==> config.mk <==
export PLATFORM = sky130hd
export DESIGN_NAME = rsc_top
export DESIGN_NICKNAME = d
export VERILOG_FILES = /design/src/rtl/rsc_pkg.sv /design/src/rtl/rsc_top.sv
export SDC_FILE = /design/constraint.sdc
export NUM_CORES = 1
export LEC_CHECK = 0
export ABC_AREA = 0
export BUFFER_PORTS_ARGS = -buffer_cell sky130_fd_sc_hd__buf_4
export CORE_ASPECT_RATIO = 0.8
export CORE_MARGIN = 5
export CORE_UTILIZATION = 58
export CTS_CLUSTER_DIAMETER = 100
export CTS_CLUSTER_SIZE = 24
export DETAILED_ROUTE_END_ITERATION = 7
export PLACE_DENSITY = 0.95
export SETUP_SLACK_MARGIN = 0.1
export SLEW_MARGIN = 20
export SYNTH_ARGS = -nofsm -noshare
export SYNTH_HDL_FRONTEND = slang
export SYNTH_SLANG_ARGS = --single-unit
export TNS_END_PERCENT = 100
==> constraint.sdc <==
create_clock -name clock -period 7.05 [get_ports clock]
set_input_delay 0.705 -clock clock [delete_from_list [all_inputs] [get_ports clock]]
set_output_delay 0.705 -clock clock [all_outputs]
set_load 0.1 [all_outputs]
==> src/rtl/rsc_pkg.sv <==
package rsc_pkg;
    localparam int ADDR_W = 4;
    localparam int DATA_W = 16;
    localparam logic [3:0] CAUSE_OFS = 4'h0;
    // cause register field positions
    localparam int TRAP_BIT = 15;
    localparam int ILLOP_BIT = 14;
    localparam int CFGMIS_BIT = 9;
    localparam int BIAS_BIT = 8;
    localparam int PIN_BIT = 7;
    localparam int SWRST_BIT = 6;
    localparam int WDTEN_BIT = 5;
    localparam int WATCHDOG_TIMEOUT_FLAG_BIT = 4;
    localparam int SLEEP_BIT = 3;
    localparam int IDLE_BIT = 2;
    localparam int BOR_BIT = 1;
    localparam int POR_BIT = 0;
    localparam logic [15:0] CAUSE_POR_VAL = 16'h0003;
    localparam logic [15:0] CAUSE_WMASK = 16'hC3FF;
    // timing
    localparam int CLOCK_HZ = 20000000;
    localparam int POWER_UP_TIMER_MS = 64;
    localparam int POR_DELAY_US = 10;
    localparam int POWER_UP_TIMER_CYCLES = POWER_UP_TIMER_MS * (CLOCK_HZ / 1000);
    localparam int POR_CYCLES = POR_DELAY_US * (CLOCK_HZ / 1000000);
    localparam int CNT_W = 21;
    typedef enum logic [1:0] {
        RSC_POR_WAIT = 2'b00,
        RSC_POWER_UP_TIMER_WAIT = 2'b01,
        RSC_RUN = 2'b10,
        RSC_BROWN = 2'b11
    } rsc_state_t;
endpackage : rsc_pkg

==> src/rtl/rsc_top.sv <==
// The placing of the registers and the strobed register port were chosen for this implementation.
`timescale 1ns/1ps
// Overview of operation
// - any of nine sources asserts system reset
// - each reset type sets a flag; illegal op and W share bit 14
// - power-on clears flags, sets bits 1:0
// - software sets/clears flags, never causes reset
// - bit 15 set by trap conflict
// - bit 14 set by illegal op or W
// - bit 9 set by configuration mismatch
// - bit 8 keeps flash bias in sleep
// - bit 7 set by master clear pin
// - bit 6 set by reset instruction
// - bit 5 enables watchdog; fuse overrides
// - bit 4 watchdog timeout; power-save clears
// - bits 3,2 record sleep and idle entry
// - bits 1,0 brown-out and power-on flags
// - defined-reset registers forced, others untouched
// - release only after power-on and timer delays
module rsc_top #(
    parameter int POWER_UP_TIMER_CYC = rsc_pkg::POWER_UP_TIMER_CYCLES,
    parameter int POR_CYC = rsc_pkg::POR_CYCLES
) (
    input wire logic clock,
    input wire logic nrst,
    input wire logic master_clear_pin_n,
    input wire logic brownout_detect,
    input wire logic reset_instruction,
    input wire logic watchdog_timeout,
    input wire logic config_mismatch,
    input wire logic trap_conflict,
    input wire logic illegal_opcode,
    input wire logic uninit_w_access,
    input wire logic power_save_sleep,
    input wire logic power_save_idle,
    input wire logic watchdog_fuse_enable,
    input wire logic [rsc_pkg::ADDR_W-1:0] reg_addr,
    input wire logic [rsc_pkg::DATA_W-1:0] reg_wdata,
    input wire logic reg_wr,
    input wire logic reg_rd,
    output logic [rsc_pkg::DATA_W-1:0] reg_rdata,
    output logic system_reset_out,
    output logic watchdog_enable,
    output logic flash_bias_keep,
    output logic regulator_standby_sleep
);
    import rsc_pkg::*;

    // sampled-level filter: accept a change once stages 2 and 3 agree
    function automatic logic filt(input logic a, input logic b,
                                  input logic old);
        filt = (a == b) ? a : old;
    endfunction : filt

    // register decode shared by the write and read paths
    function automatic logic cause_hit(input logic [ADDR_W-1:0] a);
        cause_hit = (a == CAUSE_OFS);
    endfunction : cause_hit

    logic [2:0] pin_sync;
    logic [2:0] bor_sync;
    logic pin_level;
    logic bor_level;
    logic [15:0] cause;
    logic [15:0] next_cause;
    logic [15:0] set_vec;
    rsc_state_t state;
    logic [CNT_W-1:0] cnt;
    logic any_src;
    logic cause_wr;
    logic cause_rd;

    always_ff @(posedge clock or negedge nrst) begin
        if (!nrst) begin
            pin_sync <= 3'h0;
            bor_sync <= 3'h0;
            pin_level <= 1'b0;
            bor_level <= 1'b0;
        end else begin
            pin_sync <= {pin_sync[1:0], ~master_clear_pin_n};
            bor_sync <= {bor_sync[1:0], brownout_detect};
            pin_level <= filt(pin_sync[1], pin_sync[2], pin_level);
            bor_level <= filt(bor_sync[1], bor_sync[2], bor_level);
        end
    end

    // immediate sources; power-on is nrst, brown-out held by sequencer
    assign any_src = pin_level | reset_instruction | watchdog_timeout
        | config_mismatch | trap_conflict | illegal_opcode
        | uninit_w_access | bor_level;

    // power-up sequencing
    always_ff @(posedge clock or negedge nrst) begin
        if (!nrst) begin
            state <= RSC_POR_WAIT;
            cnt <= '0;
        end else begin
            case (state)
                RSC_POR_WAIT: begin
                    if (cnt == CNT_W'(POR_CYC - 1)) begin
                        state <= RSC_POWER_UP_TIMER_WAIT;
                        cnt <= '0;
                    end else begin
                        cnt <= cnt + 1'b1;
                    end
                end
                RSC_POWER_UP_TIMER_WAIT: begin
                    if (bor_level) begin
                        state <= RSC_BROWN;
                        cnt <= '0;
                    end else if (cnt == CNT_W'(POWER_UP_TIMER_CYC - 1)) begin
                        state <= RSC_RUN;
                        cnt <= '0;
                    end else begin
                        cnt <= cnt + 1'b1;
                    end
                end
                RSC_RUN: begin
                    if (bor_level) begin
                        state <= RSC_BROWN;
                    end
                end
                default: begin
                    if (!bor_level) begin
                        state <= RSC_POWER_UP_TIMER_WAIT;
                        cnt <= '0;
                    end
                end
            endcase
        end
    end

    always_ff @(posedge clock or negedge nrst) begin
        if (!nrst) begin
            system_reset_out <= 1'b1;
        end else begin
            system_reset_out <= (state != RSC_RUN) | any_src;
        end
    end

    // hardware set events
    always_comb begin
        set_vec = 16'h0000;
        set_vec[TRAP_BIT] = trap_conflict;
        set_vec[ILLOP_BIT] = illegal_opcode | uninit_w_access;
        set_vec[CFGMIS_BIT] = config_mismatch;
        set_vec[PIN_BIT] = pin_level;
        set_vec[SWRST_BIT] = reset_instruction;
        set_vec[WATCHDOG_TIMEOUT_FLAG_BIT] = watchdog_timeout;
        set_vec[SLEEP_BIT] = power_save_sleep;
        set_vec[IDLE_BIT] = power_save_idle;
        set_vec[BOR_BIT] = bor_level;
    end

    assign cause_wr = reg_wr && cause_hit(reg_addr);
    assign cause_rd = reg_rd && cause_hit(reg_addr);

    // write first, then hardware clear, then hardware set wins
    always_comb begin
        next_cause = cause;
        if (cause_wr) begin
            next_cause = reg_wdata & CAUSE_WMASK;
        end
        if (power_save_sleep || power_save_idle) begin
            next_cause[WATCHDOG_TIMEOUT_FLAG_BIT] = 1'b0;
        end
        next_cause = next_cause | set_vec;
    end

    always_ff @(posedge clock or negedge nrst) begin
        if (!nrst) begin
            cause <= CAUSE_POR_VAL;
        end else begin
            cause <= next_cause;
        end
    end

    always_ff @(posedge clock or negedge nrst) begin
        if (!nrst) begin
            reg_rdata <= 16'h0000;
        end else if (cause_rd) begin
            reg_rdata <= cause;
        end else begin
            reg_rdata <= 16'h0000;
        end
    end

    always_ff @(posedge clock or negedge nrst) begin
        if (!nrst) begin
            watchdog_enable <= 1'b0;
            flash_bias_keep <= 1'b0;
            regulator_standby_sleep <= 1'b1;
        end else begin
            watchdog_enable <= watchdog_fuse_enable
                | cause[WDTEN_BIT];
            flash_bias_keep <= cause[BIAS_BIT];
            regulator_standby_sleep <= ~cause[BIAS_BIT];
        end
    end

    a_src_asserts_reset: assert property (
        @(posedge clock) disable iff (!nrst)
        (trap_conflict || illegal_opcode || reset_instruction)
            |=> system_reset_out)
        else $error("reset source did not assert system reset");

    a_sw_no_reset: assert property (
        @(posedge clock) disable iff (!nrst)
        (state == RSC_RUN && !any_src) |=> !system_reset_out)
        else $error("reset asserted without a source");

    a_trap_flag_set: assert property (
        @(posedge clock) disable iff (!nrst)
        trap_conflict |=> cause[TRAP_BIT])
        else $error("trap flag not set");

    a_illegal_flag_set: assert property (
        @(posedge clock) disable iff (!nrst)
        (illegal_opcode || uninit_w_access) |=> cause[ILLOP_BIT])
        else $error("illegal op flag not set");

    a_cfg_flag_set: assert property (
        @(posedge clock) disable iff (!nrst)
        config_mismatch |=> cause[CFGMIS_BIT])
        else $error("config mismatch flag not set");

    a_bias_follows: assert property (
        @(posedge clock) disable iff (!nrst)
        ##1 (flash_bias_keep == $past(cause[BIAS_BIT]))
            && (regulator_standby_sleep == !flash_bias_keep))
        else $error("bias control does not follow bit 8");

    a_wdt_fuse_hold: assert property (
        @(posedge clock) disable iff (!nrst)
        (nrst && watchdog_fuse_enable) |=> watchdog_enable)
        else $error("watchdog disabled while fuse set");

    a_watchdog_timeout_flag_clear: assert property (
        @(posedge clock) disable iff (!nrst)
        (power_save_sleep && !watchdog_timeout) |=> !cause[WATCHDOG_TIMEOUT_FLAG_BIT])
        else $error("watchdog flag not cleared by power save");

    a_unimpl_zero: assert property (
        @(posedge clock) disable iff (!nrst)
        cause[13:10] == 4'h0)
        else $error("unimplemented bits nonzero");

    a_power_up_timer_holds: assert property (
        @(posedge clock) disable iff (!nrst)
        (state != RSC_RUN) |=> system_reset_out)
        else $error("reset released before delays expired");

    a_any_src_reset: assert property (
        @(posedge clock) disable iff (!nrst)
        any_src |=> system_reset_out)
        else $error("active source left system reset low");

    a_pin_flag_set: assert property (
        @(posedge clock) disable iff (!nrst)
        pin_level |=> cause[PIN_BIT])
        else $error("pin reset flag not set");

    a_swr_flag_set: assert property (
        @(posedge clock) disable iff (!nrst)
        reset_instruction |=> cause[SWRST_BIT])
        else $error("reset instruction flag not set");

    a_watchdog_timeout_flag_flag_set: assert property (
        @(posedge clock) disable iff (!nrst)
        watchdog_timeout |=> cause[WATCHDOG_TIMEOUT_FLAG_BIT])
        else $error("watchdog timeout flag not set");

    a_sleep_flag_set: assert property (
        @(posedge clock) disable iff (!nrst)
        power_save_sleep |=> cause[SLEEP_BIT])
        else $error("sleep flag not set");

    a_idle_flag_set: assert property (
        @(posedge clock) disable iff (!nrst)
        power_save_idle |=> cause[IDLE_BIT])
        else $error("idle flag not set");

    a_bor_flag_set: assert property (
        @(posedge clock) disable iff (!nrst)
        bor_level |=> cause[BOR_BIT])
        else $error("brown-out flag not set");

    a_flags_sticky: assert property (
        @(posedge clock) disable iff (!nrst)
        (!cause_wr && !power_save_sleep && !power_save_idle)
            |=> (($past(cause) & ~cause) == 16'h0000))
        else $error("hardware cleared a flag");

    a_set_beats_write: assert property (
        @(posedge clock) disable iff (!nrst)
        (cause_wr && (set_vec != 16'h0000))
            |=> ((cause & $past(set_vec)) == $past(set_vec)))
        else $error("software write beat a hardware set");

    a_rdata_value: assert property (
        @(posedge clock) disable iff (!nrst)
        cause_rd |=> (reg_rdata == $past(cause)))
        else $error("read data does not match cause register");

    a_rdata_idle: assert property (
        @(posedge clock) disable iff (!nrst)
        !cause_rd |=> (reg_rdata == 16'h0000))
        else $error("read data nonzero without a read");

    a_brown_restart: assert property (
        @(posedge clock) disable iff (!nrst)
        (state == RSC_BROWN && !bor_level)
            |=> (state == RSC_POWER_UP_TIMER_WAIT && cnt == '0))
        else $error("brown-out end did not restart the timer");
endmodule : rsc_top

==> flow_summary.yaml <==
run_status:
  outcome: "finished clean"
global_routing:
  first_global_vias: 2242
  grt_util_met2_pct: 34.89
  gr-usage-met1_pct: 27.53
  use_met3_pct: 8.506
  antenna_found_initial: 0
  busiest_layer: "met2"
  grt_first_pass_wirelength_um: 10550
  grt_max_degree: 60
  grt_use_total_pct: 22.48
  grt-ovfl-total: 0
route:
  finalWirelength_um: 6272
  first_pass_iters: 4
  wl_per_cell_um: 16.51
  viasPerCell: 5.879
  vias: 2234
  final_antenna_net_count: 0
  drc: 0
  drt_iter0_drc: 163
synthesis:
  synth_cells: 268
  netlist.area_leader.share_pct: 50.51
  ys_ff_latch: 59
  synth-seq-area-share_pct: 54.36
  synth_top_area_cell: "dfrtp_1"
  synthFlopType: "dfrtp_1"
  synth_async_sr_flop_share_pct: 100.0
  synth_area_leaders: "dfrtp_1, nand2_1, dfstp_2"
  ys_warn_count: 0
  yosysUniqueCellTypes: 45
  syn_area_um2: 2725
  synth_edf_count: 0
  avgSynthCellArea_um2: 10.17
place:
  pre_cts_ws_ps: 4366
  dp_hpwl_um: 4423
  place.gp.congestion: 0.9469
  port_buffers: 46
cts:
  clk_pin_slew_ps: 60
  clockBufferDepth: 2
  clock-sinks: 59
  clock_latency_ps: 340
  numCtsBuffers: 9
  cts_setup_buffers: 0
  ctsHoldBuffers: 0
  root_buffer: "clkbuf_8"
  cts_tree: "built"
  post_cts.resized_instances: 0
  htree_levels: 3
setup_path:
  critPathKind: "flip-flop to flip-flop"
  slowest_stage: "nor2_1"
  cp_slowest_stage_delay_ps: 720
  cp.arrival_ps: 2900
  cp_cell_sequence: "or4_1 -> nor4_2 -> a31oi_2 -> nor2_1 -> o21ai_0"
  worst_setup_path_end_kind: "flip-flop"
  critPathMaxFanout: 14
  crit_required_ps: 7230
  critPathLaunchType: "flip-flop"
worst_hold_path:
  holdCritPathClass: "flip-flop to flip-flop"
floorplan:
  die_w_um: 86.64
  rows: 22
  coreArea_um2: 4569
  io_pins: 55
  die_y_um: 71.31
  start_util_pct: 59.64
  die_area_um2: 6178
sta:
  min_period_ps: 2712
  drv_slew: 0
  hold-worst-slack_ps: 349.3
  setup_viol: 0
  tns_ps: 0
  max_slew_margin_pct: 41.07
  fin_skew_ps: 5.801
  grt_setup_unrepaired: "false"
  fin_crit_sh_pct: 38.47
  fmax_mhz: 368.7
  setup_ws_ps: 4338
  hold_viol: 0
  max_slew.worst_pin.slew_ps: 872.1
power:
  pwr-share-comb_pct: 10.5
  switching_power_uw: 195.0
  vdd_drop_max_mv: 0.2172
  pwr-share-clk_pct: 43.8
  seqPwrFrac_pct: 45.7
  power.internal_uw: 592.7
  p_per_area_nw_per_um2: 237.3
  swShare_pct: 24.76
  power.leakage_nw: 1.576
  finalPower_uw: 787.7
cells_and_area:
  final_layout_size_suffix_gt1_share_pct: 23.44
  area_delta_synth_final_pct: 21.81
  antenna_cells: 0
  final_net_count: 354
run:
  max_cap_violations: 0
-- worst paths after layout --
| path | startpoint | end | slack [ps] | cells past startpoint |
|---|---|---|---|---|
| max | cnt[13]$_DFFE_PN0P_ | cnt[1]$_DFFE_PN0P_ | 4340 | 5 |
| min | bor_sync[0]$_DFF_PN0_ | bor_sync[1]$_DFF_PN0_ | 350 | 0 |
| max reg2reg | cnt[13]$_DFFE_PN0P_ | cnt[1]$_DFFE_PN0P_ | 4340 | 5 |
| min reg2reg | bor_sync[0]$_DFF_PN0_ | bor_sync[1]$_DFF_PN0_ | 350 | 0 |
| max in group asynchronous | nrst | cnt[11]$_DFFE_PN0P_ | 6170 | 1 |
| min in group asynchronous | nrst | cause[9]$_DFF_PN0_ | 410 | 1 |
-- Yosys cell counts (all sizes together) (2+ instances only) --
master,number
o22ai,3
inv,8
nand4,7
nand3b,7
clkbuf,9
a31oi,2
o21ai,8
ha,4
nor3,5
or2,3
nand2,53
and3,14
and4,3
maj3,2
nand3,11
buf,6
nor2b,2
nor2,12
xor2,6
nor3b,2
and2,2
nor4,6
or4,2
o311ai,4
a21oi,7
dfrtp,55
o211ai,8
dfstp,4
mux2i,4
-- routing by layer --
metal / routed length, um / part of all wire, %
met3: 554 / 8.8
met1: 2427 / 39
met4: 223 / 3.6
met5: 0 / 0
met2: 3067 / 49
-- cell families after synthesis --
family	Yosys count	synth area share, %
DFF	59	54.36
and+or+nand+nor	132	25.57
buffers and inverters	23	4.040
xor gates and xnor gates	7	2.250
other	1	0.1376
adders and majority gates	6	2.571
AOI/OAI and AO/OA	35	9.183
muxes	5	1.882
-- registers in the layout, indices dropped and copies added (netlist names), 2 cells and up --
signal / flops
bor_sync: 3
cnt: 21
reg_rdata: 12
cause: 12
pin_sync: 3
state: 2
-- cell usage in the layout (no fill, tap or decap), drive strengths merged, types with 6 or more instances in the layout --
cell type | Yosys | layout
buf | 6 | 48
and3 | 14 | 14
o211ai | 8 | 8
nor2 | 12 | 12
nand2 | 53 | 53
clkbuf | 9 | 12
o21ai | 8 | 8
dfrtp | 55 | 55
nor4 | 6 | 6
inv | 8 | 8
xor2 | 6 | 6
nand3b | 7 | 7
nand4 | 7 | 7
nand3 | 11 | 11
a21oi | 7 | 7
-- critical path: cells and delay by family, from the launching register on --
family          cells  cell delay [ps]
simple gates        3             1570
flops               1              400
compound gates      2              570
-- power groups by stage --
stage	Clock (mW)	Combinational [mW]	Sequential [mW]
after global placement	0	0.0815	0.365
final	0.345	0.0827	0.360
after global routing	0.372	0.0875	0.362
after detailed placement	0	0.0833	0.366
after floorplan	0	0.0211	0.398
after CTS	0.352	0.0835	0.360
-- final cells by class --
type                    count  area [um2]
multi-input cells         189        1145
well taps                  60       75.07
clock buffers              12       155.1
flip-flops and latches     59        1481
repair buffers             48       360.3
fillers                   336        1250
inverters                   8       30.03
clock inverters             4       72.57
-- metrics by stage --
stage	cells	cell area (um2)	util (%)
floorplan	271	2736	-
global placement	364	3092	67.66
detailed placement	364	3092	67.66
CTS	380	3319	72.65
global route	380	3319	72.65
finish	380	3319	72.65
Power figures use the tool's default switching activity.
